**src/verilog/fmcr_map.svh**
```systemverilog
// Constants for the fan monitor configuration register slice.
// Assumes a 32-bit APB master; registers sit at word index times four.
`ifndef FMCR_MAP_SVH
`define FMCR_MAP_SVH
`define FMCR_IDX_FMT_DRIVE   8'h7c
`define FMCR_IDX_PIN_SCALE   8'h7d
`define FMCR_IDX_TEST_A      8'h7e
`define FMCR_IDX_TEST_B      8'h7f
`define FMCR_IDX_LOCK        8'h80
`define FMCR_RST_FMT_DRIVE   8'h00
`define FMCR_RST_PIN_SCALE   8'h00
`define FMCR_RST_TEST        8'h00
`define FMCR_FMT_WMASK       8'h0f
`define FMCR_BIT_TEMP_FMT    0
`define FMCR_BIT_DRIVE_FREQ  1
`define FMCR_BIT_PIN_DIR     2
`define FMCR_BIT_PIN_POL     3
`define FMCR_BIT_ATTEN_LO    4
`endif

```
**src/verilog/fmcr_pkg.sv**
```systemverilog
// Types for the fan monitor configuration register slice.
// Assumes nothing beyond the map header.
package fmcr_pkg;
	typedef enum logic [1:0] {
		FMCR_PIN_FAN4,
		FMCR_PIN_THERMAL,
		FMCR_PIN_ALERT,
		FMCR_PIN_GENERAL
	} fmcr_pin_fn_t;
	typedef enum logic {
		FMCR_DRV_HIGH,
		FMCR_DRV_LOW
	} fmcr_drive_t;
endpackage : fmcr_pkg

```
**src/verilog/fmcr_pin_ctrl.sv**
```systemverilog
// Drives the shared pin from its selected function.
// Assumes the function sources arrive synchronous to the clock.
`timescale 1ns/1ps
`default_nettype none
module fmcr_pin_ctrl (
	// Configuration
	input  wire logic [1:0] i_pin_fn,
	input  wire logic       i_pin_dir,
	input  wire logic       i_pin_pol,
	// Function sources
	input  wire logic       i_gp_level,
	input  wire logic       i_alert_level,
	input  wire logic       i_thermal_drive,
	input  wire logic       i_pin_in,
	// Pin and results
	output logic            o_pin_out,
	output logic            o_pin_oe,
	output logic            o_gp_in,
	output logic            o_fan4_in
);
	always_comb begin
		o_pin_out = 1'b0;
		o_pin_oe  = 1'b0;
		o_gp_in   = 1'b0;
		o_fan4_in = 1'b0;
		unique case (fmcr_pkg::fmcr_pin_fn_t'(i_pin_fn))
			fmcr_pkg::FMCR_PIN_FAN4: begin
				o_fan4_in = i_pin_in;
			end
			fmcr_pkg::FMCR_PIN_THERMAL: begin
				// Open-drain, low asserts
				o_pin_oe = i_thermal_drive;
			end
			fmcr_pkg::FMCR_PIN_ALERT: begin
				o_pin_oe = i_alert_level;
			end
			fmcr_pkg::FMCR_PIN_GENERAL: begin
				o_pin_oe  = i_pin_dir;
				// Level only meaningful while driving
				o_pin_out = i_pin_dir & (i_pin_pol ? i_gp_level : ~i_gp_level);
				o_gp_in   = i_pin_dir ? 1'b0 : i_pin_in;
			end
		endcase
	end
endmodule : fmcr_pin_ctrl
`default_nettype wire

```
**src/verilog/fmcr_regs.sv**
```systemverilog
// Configuration register slice with APB slave, lock and shared pin.
// Assumes one clock; the lock is a register of this slice.
//
// Our own choice: register access over APB.
`timescale 1ns/1ps
`default_nettype none
`include "fmcr_map.svh"
module fmcr_regs #(
	parameter int TEMP_N = 3
) (
	// Clock and reset
	input  wire logic              i_ref_clk,
	input  wire logic              i_reset_n,
	// APB
	input  wire logic              i_psel,
	input  wire logic              i_penable,
	input  wire logic              i_pwrite,
	input  wire logic [11:0]       i_paddr,
	input  wire logic [31:0]       i_pwdata,
	input  wire logic [3:0]        i_pstrb,
	output logic                   o_pready,
	output logic                   o_pslverr,
	output logic      [31:0]       o_prdata,
	// Temperatures, stored two's complement
	input  wire logic [TEMP_N*8-1:0] i_temp_raw,
	output logic      [TEMP_N*8-1:0] o_temp_view,
	// Configuration outputs
	output logic                   o_drive_low_freq,
	output logic      [1:0]        o_two_wire_sense_threshold,
	output logic                   o_threshold_active,
	output logic      [3:0]        o_bypass_atten,
	// Shared pin and sources
	input  wire logic              i_gp_level,
	input  wire logic              i_alert_level,
	input  wire logic              i_thermal_drive,
	input  wire logic              i_pin_in,
	output logic                   o_pin_out,
	output logic                   o_pin_oe,
	output logic                   o_gp_in,
	output logic                   o_fan4_in
);
	typedef struct packed {
		logic [7:0]  fmt;
		logic [7:0]  pin;
		logic        lock;
		logic [31:0] rdata;
	} fmcr_state_t;

	fmcr_state_t s_q;
	fmcr_state_t s_d;

	function automatic logic [7:0] fmcr_index(input logic [11:0] a);
		fmcr_index = a[9:2];
	endfunction

	logic       wr_take;
	logic       rd_take;
	logic [7:0] idx;
	logic       known;

	assign idx     = fmcr_index(i_paddr);
	assign known   = (i_paddr[1:0] == 2'h0) && (i_paddr[11:10] == 2'h0)
		&& (idx >= `FMCR_IDX_FMT_DRIVE) && (idx <= `FMCR_IDX_LOCK);
	assign wr_take = i_psel && i_penable && i_pwrite && i_pstrb[0] && known;
	// Read captured in setup phase so data stands at the access edge
	assign rd_take = i_psel && !i_penable && !i_pwrite;

	// Register image mux, used only by read data capture
	logic [31:0] rd_now;
	always_comb begin
		unique case (idx)
			`FMCR_IDX_FMT_DRIVE: rd_now = {24'h0, s_q.fmt};
			`FMCR_IDX_PIN_SCALE: rd_now = {24'h0, s_q.pin};
			`FMCR_IDX_TEST_A:    rd_now = {24'h0, `FMCR_RST_TEST};
			`FMCR_IDX_TEST_B:    rd_now = {24'h0, `FMCR_RST_TEST};
			`FMCR_IDX_LOCK:      rd_now = {31'h0, s_q.lock};
			default:             rd_now = 32'h0;
		endcase
	end

	always_comb begin
		s_d = s_q;
		if (wr_take && !s_q.lock) begin
			unique case (idx)
				`FMCR_IDX_FMT_DRIVE: begin
					s_d.fmt = i_pwdata[7:0] & `FMCR_FMT_WMASK;
				end
				`FMCR_IDX_PIN_SCALE: begin
					s_d.pin = i_pwdata[7:0];
				end
				`FMCR_IDX_LOCK: begin
					// Sticky until reset, so lock cannot be undone
					s_d.lock = i_pwdata[0];
				end
				default: begin
				end
			endcase
		end
		if (rd_take) begin
			// Unmapped reads return zero
			s_d.rdata = known ? rd_now : 32'h0;
		end
	end

	always_ff @(posedge i_ref_clk or negedge i_reset_n) begin
		if (!i_reset_n) begin
			s_q <= '{fmt: `FMCR_RST_FMT_DRIVE, pin: `FMCR_RST_PIN_SCALE, lock: 1'b0, rdata: 32'h0};
		end else begin
			s_q <= s_d;
		end
	end

	// Zero-wait slave; read data flopped at setup, valid in access phase
	always_comb begin
		o_pready  = 1'b1;
		o_pslverr = i_psel && i_penable && !known;
		o_prdata  = s_q.rdata;
	end

	assign o_drive_low_freq = s_q.fmt[`FMCR_BIT_DRIVE_FREQ];
	assign o_two_wire_sense_threshold = s_q.pin[3:2];
	assign o_threshold_active = s_q.fmt[`FMCR_BIT_DRIVE_FREQ];
	assign o_bypass_atten = s_q.pin[7:`FMCR_BIT_ATTEN_LO];

	genvar g;
	generate
		for (g = 0; g < TEMP_N; g++) begin : g_temp
			fmcr_temp_view u_view (
				.i_twos_comp (s_q.fmt[`FMCR_BIT_TEMP_FMT]),
				.i_raw       (i_temp_raw[g*8 +: 8]),
				.o_view      (o_temp_view[g*8 +: 8])
			);
		end
	endgenerate

	fmcr_pin_ctrl u_pin (
		.i_pin_fn        (s_q.pin[1:0]),
		.i_pin_dir       (s_q.fmt[`FMCR_BIT_PIN_DIR]),
		.i_pin_pol       (s_q.fmt[`FMCR_BIT_PIN_POL]),
		.i_gp_level      (i_gp_level),
		.i_alert_level   (i_alert_level),
		.i_thermal_drive (i_thermal_drive),
		.i_pin_in        (i_pin_in),
		.o_pin_out       (o_pin_out),
		.o_pin_oe        (o_pin_oe),
		.o_gp_in         (o_gp_in),
		.o_fan4_in       (o_fan4_in)
	);

	// Assertions
	AST_LOCK_HOLDS: assert property (@(posedge i_ref_clk) disable iff (!i_reset_n)
		s_q.lock |=> ($stable(s_q.fmt) && $stable(s_q.pin)))
		else $error("Locked configuration changed");
	AST_FMT_UPPER: assert property (@(posedge i_ref_clk) disable iff (!i_reset_n)
		s_q.fmt[7:4] == 4'h0)
		else $error("Unused format bits set");
	AST_WRITE_LANDS: assert property (@(posedge i_ref_clk) disable iff (!i_reset_n)
		(wr_take && !s_q.lock && idx == `FMCR_IDX_PIN_SCALE) |=> s_q.pin == $past(i_pwdata[7:0]))
		else $error("Pin config write lost");
	AST_DRIVE: assert property (@(posedge i_ref_clk) disable iff (!i_reset_n)
		o_drive_low_freq == s_q.fmt[1] && o_threshold_active == o_drive_low_freq)
		else $error("Drive select mismatch");
	AST_TEMP: assert property (@(posedge i_ref_clk) disable iff (!i_reset_n)
		!s_q.fmt[0] |-> o_temp_view[7:0] == 8'(i_temp_raw[7:0] + 8'h40))
		else $error("Offset format wrong");
	AST_TEMP_SWITCH: assert property (@(posedge i_ref_clk) disable iff (!i_reset_n)
		$rose(s_q.fmt[0]) |-> o_temp_view == i_temp_raw)
		else $error("Temperatures not reinterpreted");
	AST_GP_DIR: assert property (@(posedge i_ref_clk) disable iff (!i_reset_n)
		(s_q.pin[1:0] == 2'h3) |-> o_pin_oe == s_q.fmt[2])
		else $error("General pin direction wrong");
	AST_GP_POL: assert property (@(posedge i_ref_clk) disable iff (!i_reset_n)
		(s_q.pin[1:0] == 2'h3 && s_q.fmt[2]) |-> o_pin_out == (i_gp_level ~^ s_q.fmt[3]))
		else $error("General pin polarity wrong");
	AST_FAN4: assert property (@(posedge i_ref_clk) disable iff (!i_reset_n)
		(s_q.pin[1:0] == 2'h0) |-> (!o_pin_oe && o_fan4_in == i_pin_in))
		else $error("Fan4 input routing wrong");
	AST_TEST_RO: assert property (@(posedge i_ref_clk) disable iff (!i_reset_n)
		(rd_take && idx == `FMCR_IDX_TEST_A) |=> o_prdata == 32'h0)
		else $error("Test register not zero");
	AST_RD_PIN: assert property (@(posedge i_ref_clk) disable iff (!i_reset_n)
		(rd_take && idx == `FMCR_IDX_PIN_SCALE && known) |=> o_prdata == {24'h0, $past(s_q.pin)})
		else $error("Pin config read wrong");
	COV_LOCK: cover property (@(posedge i_ref_clk) disable iff (!i_reset_n) $rose(s_q.lock));
	COV_GP_OUT: cover property (@(posedge i_ref_clk) disable iff (!i_reset_n) s_q.pin[1:0] == 2'h3 && o_pin_oe);
	COV_FMT: cover property (@(posedge i_ref_clk) disable iff (!i_reset_n) $fell(s_q.fmt[0]));
	COV_BLOCKED: cover property (@(posedge i_ref_clk) disable iff (!i_reset_n) wr_take && s_q.lock);

endmodule : fmcr_regs
`default_nettype wire

```
**src/verilog/fmcr_temp_view.sv**
```systemverilog
// Converts one stored temperature byte to the selected format.
// Assumes stored bytes are kept in two's complement.
`timescale 1ns/1ps
`default_nettype none
module fmcr_temp_view (
	// Stored value and format
	input  wire logic       i_twos_comp,
	input  wire logic [7:0] i_raw,
	// Presented value
	output logic      [7:0] o_view
);
	always_comb begin
		o_view = i_twos_comp ? i_raw : 8'(i_raw + 8'h40);
	end
endmodule : fmcr_temp_view
`default_nettype wire
```
**config.mk**
```make
export PLATFORM = sky130hd
export DESIGN_NAME = fmcr_regs
export DESIGN_NICKNAME = d
export VERILOG_FILES = /design/src/verilog/fmcr_pkg.sv /design/src/verilog/fmcr_pin_ctrl.sv /design/src/verilog/fmcr_regs.sv /design/src/verilog/fmcr_temp_view.sv
export VERILOG_INCLUDE_DIRS = /design/src /design/src/verilog
export SDC_FILE = /design/constraint.sdc
export NUM_CORES = 1
export LEC_CHECK = 0
export BUFFER_PORTS_ARGS = -buffer_cell sky130_fd_sc_hd__buf_2
export CORE_UTILIZATION = 40
export CTS_BUF_LIST = sky130_fd_sc_hd__clkbuf_4 sky130_fd_sc_hd__clkbuf_8
export DETAILED_ROUTE_END_ITERATION = 16
export PLACE_DENSITY = 0.86
export RECOVER_POWER = 100
export SYNTH_ARGS = -nofsm -noshare
export SYNTH_HDL_FRONTEND = slang
export SYNTH_SLANG_ARGS = --single-unit
```
**constraint.sdc**
```tcl
create_clock -name i_ref_clk -period 3.4 [get_ports i_ref_clk]
set_input_delay 0.51 -clock i_ref_clk [delete_from_list [all_inputs] [get_ports i_ref_clk]]
set_output_delay 0.51 -clock i_ref_clk [all_outputs]
set_load 0.02 [all_outputs]
```
==> summary.md <==
| Metric | Value |
|---|---|
| Setup crit end | o_pslverr |
| Finished Core Util | 41.59% |
| Core ar. | 0.003689 sq mm |
| Peak VDD IR | 0.0001038 V |
| Worst Max-Slew Pin Slew | 1.095 ns |
| Placed insts | 224 |
| Root Driver | clkbuf_8 |
| Final net count | 262 |
| Share of layout cells above drive strength 1 | 25.00% |
| Largest net degree at the start of global routing | 22 |
| CP Class | in -> out |
| Final count of hold timing violations | 0 |
| Total number of vias | 1,037 |
| Critical Path RT | 2.89 ns |
| Sink Count | 21 |
| Initial Util | 42.23% |
| Max stage delay on crit path | 0.48 ns |
| First-pass GRT wire length | 4.264 mm |
| IO Pins | 151 |
| Initial antenna violation count | 0 |
| Leak | 0.7791 nW |
| Cell Area, Synth | 0.001558 sq mm |
| Routability cong. | 0.7808 |
| Unrepaired setup endpoints after global routing | false |
| Tcrit/Tclk final | 64.67% |
| Final setup fails | 0 |
| Vias in the first global route | 926 |
| YS warnings | 0 |
| Die width | 64.41 um |
| Setup slack after placement | 1.200 ns |
| Worst R2R Path Depth | 3 |
| GRT Total Usage | 13.35% |
| Clock Skew | 0.001116 ns |
| Slew Viols, Final | 0 |
| Max Cap Viol | 0 |
| Library cells used by synthesis | 30 |
| Flip-flop and latch count after synthesis | 21 |
| Critical path startpoint category | input pin |
| Drt pass-1 iters | 4 |
| CTS tree | done |
| Crit end category | output port |
| Slew headroom | 27.02% |
| Setup TNS | 0 ns |
| Non-Filler Instances | 228 |
| Critical Path AT | 1.69 ns |
| Final HPWL DP | 2.137 mm |
| Crit path max fanout | 6 |
| Routed WL per cell | 11.71 um |
| CTS buffer count | 3 |
| R2r endpoint | o_two_wire_sense_threshold[1]$_DFFE_PN0P_ |
| Postcts setup bufs | 0 |
| Starting DRT DRC Count | 21 |
| # diodes | 0 |
| Mean Syn Cell Area | 10.25 sq um |
| Area of the multi-input gates | 625.6 sq um |
| Total Power | 501.5 uW |
| Via/cell ratio | 4.548 |
| Final wirelength | 2.671 mm |
| Post-DRT Antenna Nets | 0 |
| Clock transition at the registers of the reported paths | 0.07 ns |
| Cells after Synth | 152 |
| F_max | 454.8 MHz |
| Fillers | 396 |
| PwrDens | 326.9 mW/mm^2 |
| Die area | 0.004148 sq mm |
| Grt ovf | 0 |
| Height of the chip | 64.41 um |
| Slowest CP cell | nor3b_1 |
| Clock Path Buffers | 2 |
| Cells along the critical path | buf_2 > nand4_1 > nor3b_1 > o21ai_0 > and3_1 > clkbuf_1 |
| Reg area | 525.5 sq um |
| Seq/Total Area, Yosys | 33.73% |
| Final setup margin | 1.201 ns |
| H-tree depth | 1 |
| Layout area overhead | -1.526% |
| CTS Hold Bufs | 0 |
| Hold WS | 0.4340 ns |
| Hold Path Class | in -> async |
| Minimum clock period | 2.199 ns |
| Post-Layout Inst Area | 0.001534 sq mm |
| R2R setup slack | 1.83 ns |
| Critical Path Start | i_paddr[7] |
| Reg2reg start | s_q[32]$_DFFE_PN0P_ |
| Post-cts sizing count | 0 |
| Clock Latency Late Sink | 0.25 ns |
| Placed Area | 0.001551 sq mm |
| Row cnt | 22 |
| Status | complete, no violations |
| Port Buffers | 62 |
| Drc violations | 0 |
==> area by class of cell <==
class                           instances  area share, %
Clock buffer                            4          3.181
Sequential cell                        21          34.26
Timing Repair Buffer                   62          17.86
Tap cell                               48          3.915
Multi-Input combinational cell         93          40.78
==> Yosys cell counts, drive strengths merged <==
library cell	count	area, sq um
conb	2	7.510
mux2i	4	40.04
a22oi	1	7.510
nand2	7	26.28
and4	2	21.27
nor2	6	30.03
nor4	2	12.51
clkbuf	2	7.510
or4	1	11.26
o31ai	1	7.510
and4b	2	20.02
xnor2	6	52.55
dfrtp	21	525.5
a41o	1	10.01
nor3b	2	15.01
buf	59	455.4
and2	1	6.260
nand4	2	12.51
a22o	4	35.03
nand2b	3	18.77
xor2	1	8.760
o21ai	5	25.02
and3	1	6.260
mux2	13	176.4
nand3	2	10.01
nand4b	1	8.760
==> cells in the final DEF, fill, tap and decap left out <==
cell | netlist | final
buf_2 | 0 | 33
clkbuf_1 | 2 | 29
conb_1 | 2 | 25
dfrtp_1 | 21 | 21
nand2_1 | 7 | 7
mux2_1 | 0 | 7
xnor2_1 | 6 | 6
mux2_2 | 5 | 5
o21ai_0 | 5 | 5
nor2_1 | 5 | 5
a22o_1 | 4 | 4
mux2i_1 | 4 | 4
nand2b_1 | 3 | 3
clkbuf_8 | 0 | 3
nand4_1 | 2 | 2
nor3b_1 | 2 | 2
nor4_1 | 2 | 2
and4b_1 | 2 | 2
nand3_1 | 2 | 2
and4_1 | 0 | 2
and3_1 | 1 | 1
xor2_1 | 1 | 1
or4_4 | 1 | 1
nor2_4 | 1 | 1
nand4b_1 | 1 | 1
mux2_4 | 8 | 1
and2_1 | 1 | 1
a22oi_1 | 1 | 1
o31ai_1 | 1 | 1
a41o_1 | 1 | 1
clkbuf_4 | 0 | 1
==> registers in the layout, indices dropped and copies added (netlist names) <==
register,flops
s_q,6
o_prdata,8
o_drive_low_freq,1
o_bypass_atten,4
o_two_wire_sense_threshold,2
==> worst min path at each step <==
stage                            start                       endpoint  cells after the start
2_1_floorplan                i_reset_n  o_bypass_atten[0]$_DFFE_PN0P_                      0
3_3_place_gp   o_prdata[1]$_DFFE_PN0P_        o_prdata[1]$_DFFE_PN0P_                      2
3_5_place_dp   o_prdata[0]$_DFFE_PN0P_        o_prdata[0]$_DFFE_PN0P_                      2
4_1_cts                      i_reset_n  o_bypass_atten[2]$_DFFE_PN0P_                      1
5_1_grt                    i_pwdata[5]  o_bypass_atten[1]$_DFFE_PN0P_                      2
6_report                     i_reset_n        o_prdata[0]$_DFFE_PN0P_                      1
==> per-layer routing <==
| layer | up-vias | global-route usage (%) | part of all wire [%] |
|---|---|---|---|
| met5 | - | 0 | 0 |
| met4 | 0 | 5.000 | 0.30 |
| met3 | 2 | 3.393 | 6.3 |
| met2 | 41 | 23.03 | 52 |
| met1 | 502 | 15.80 | 41 |
| li1 | 492 | - | - |
==> power by group <==
group | leakage (nW) | internal [mW] | switching [mW]
clock network | 0.0262 | 0.0913 | 0.0780
registers | 0.294 | 0.250 | 0.000115
logic | 0.459 | 0.0250 | 0.0574
==> logic make-up (layout without fill, tap and decap cells) <==
kind of cell              Yosys count  after routing  share of synthesized area [%]
DFF                                21             21                          33.73
and+or+nand+nor                    32             32                          12.77
muxes                              17             17                          13.90
AOI/OAI and AO/OA                  12             12                          5.462
buffers and inverters              61             66                          29.72
xor gates and xnor gates            7              7                          3.936
other                               2             25                         0.4821
==> critical path: cells and delay by family <==
family | cells | cell delay (ns)
AO/OA/AOI/OAI | 1 | 0.16
buffers and inverters | 2 | 0.25
AND/OR/NAND/NOR | 3 | 0.77
(Power assumes the default switching activity.)
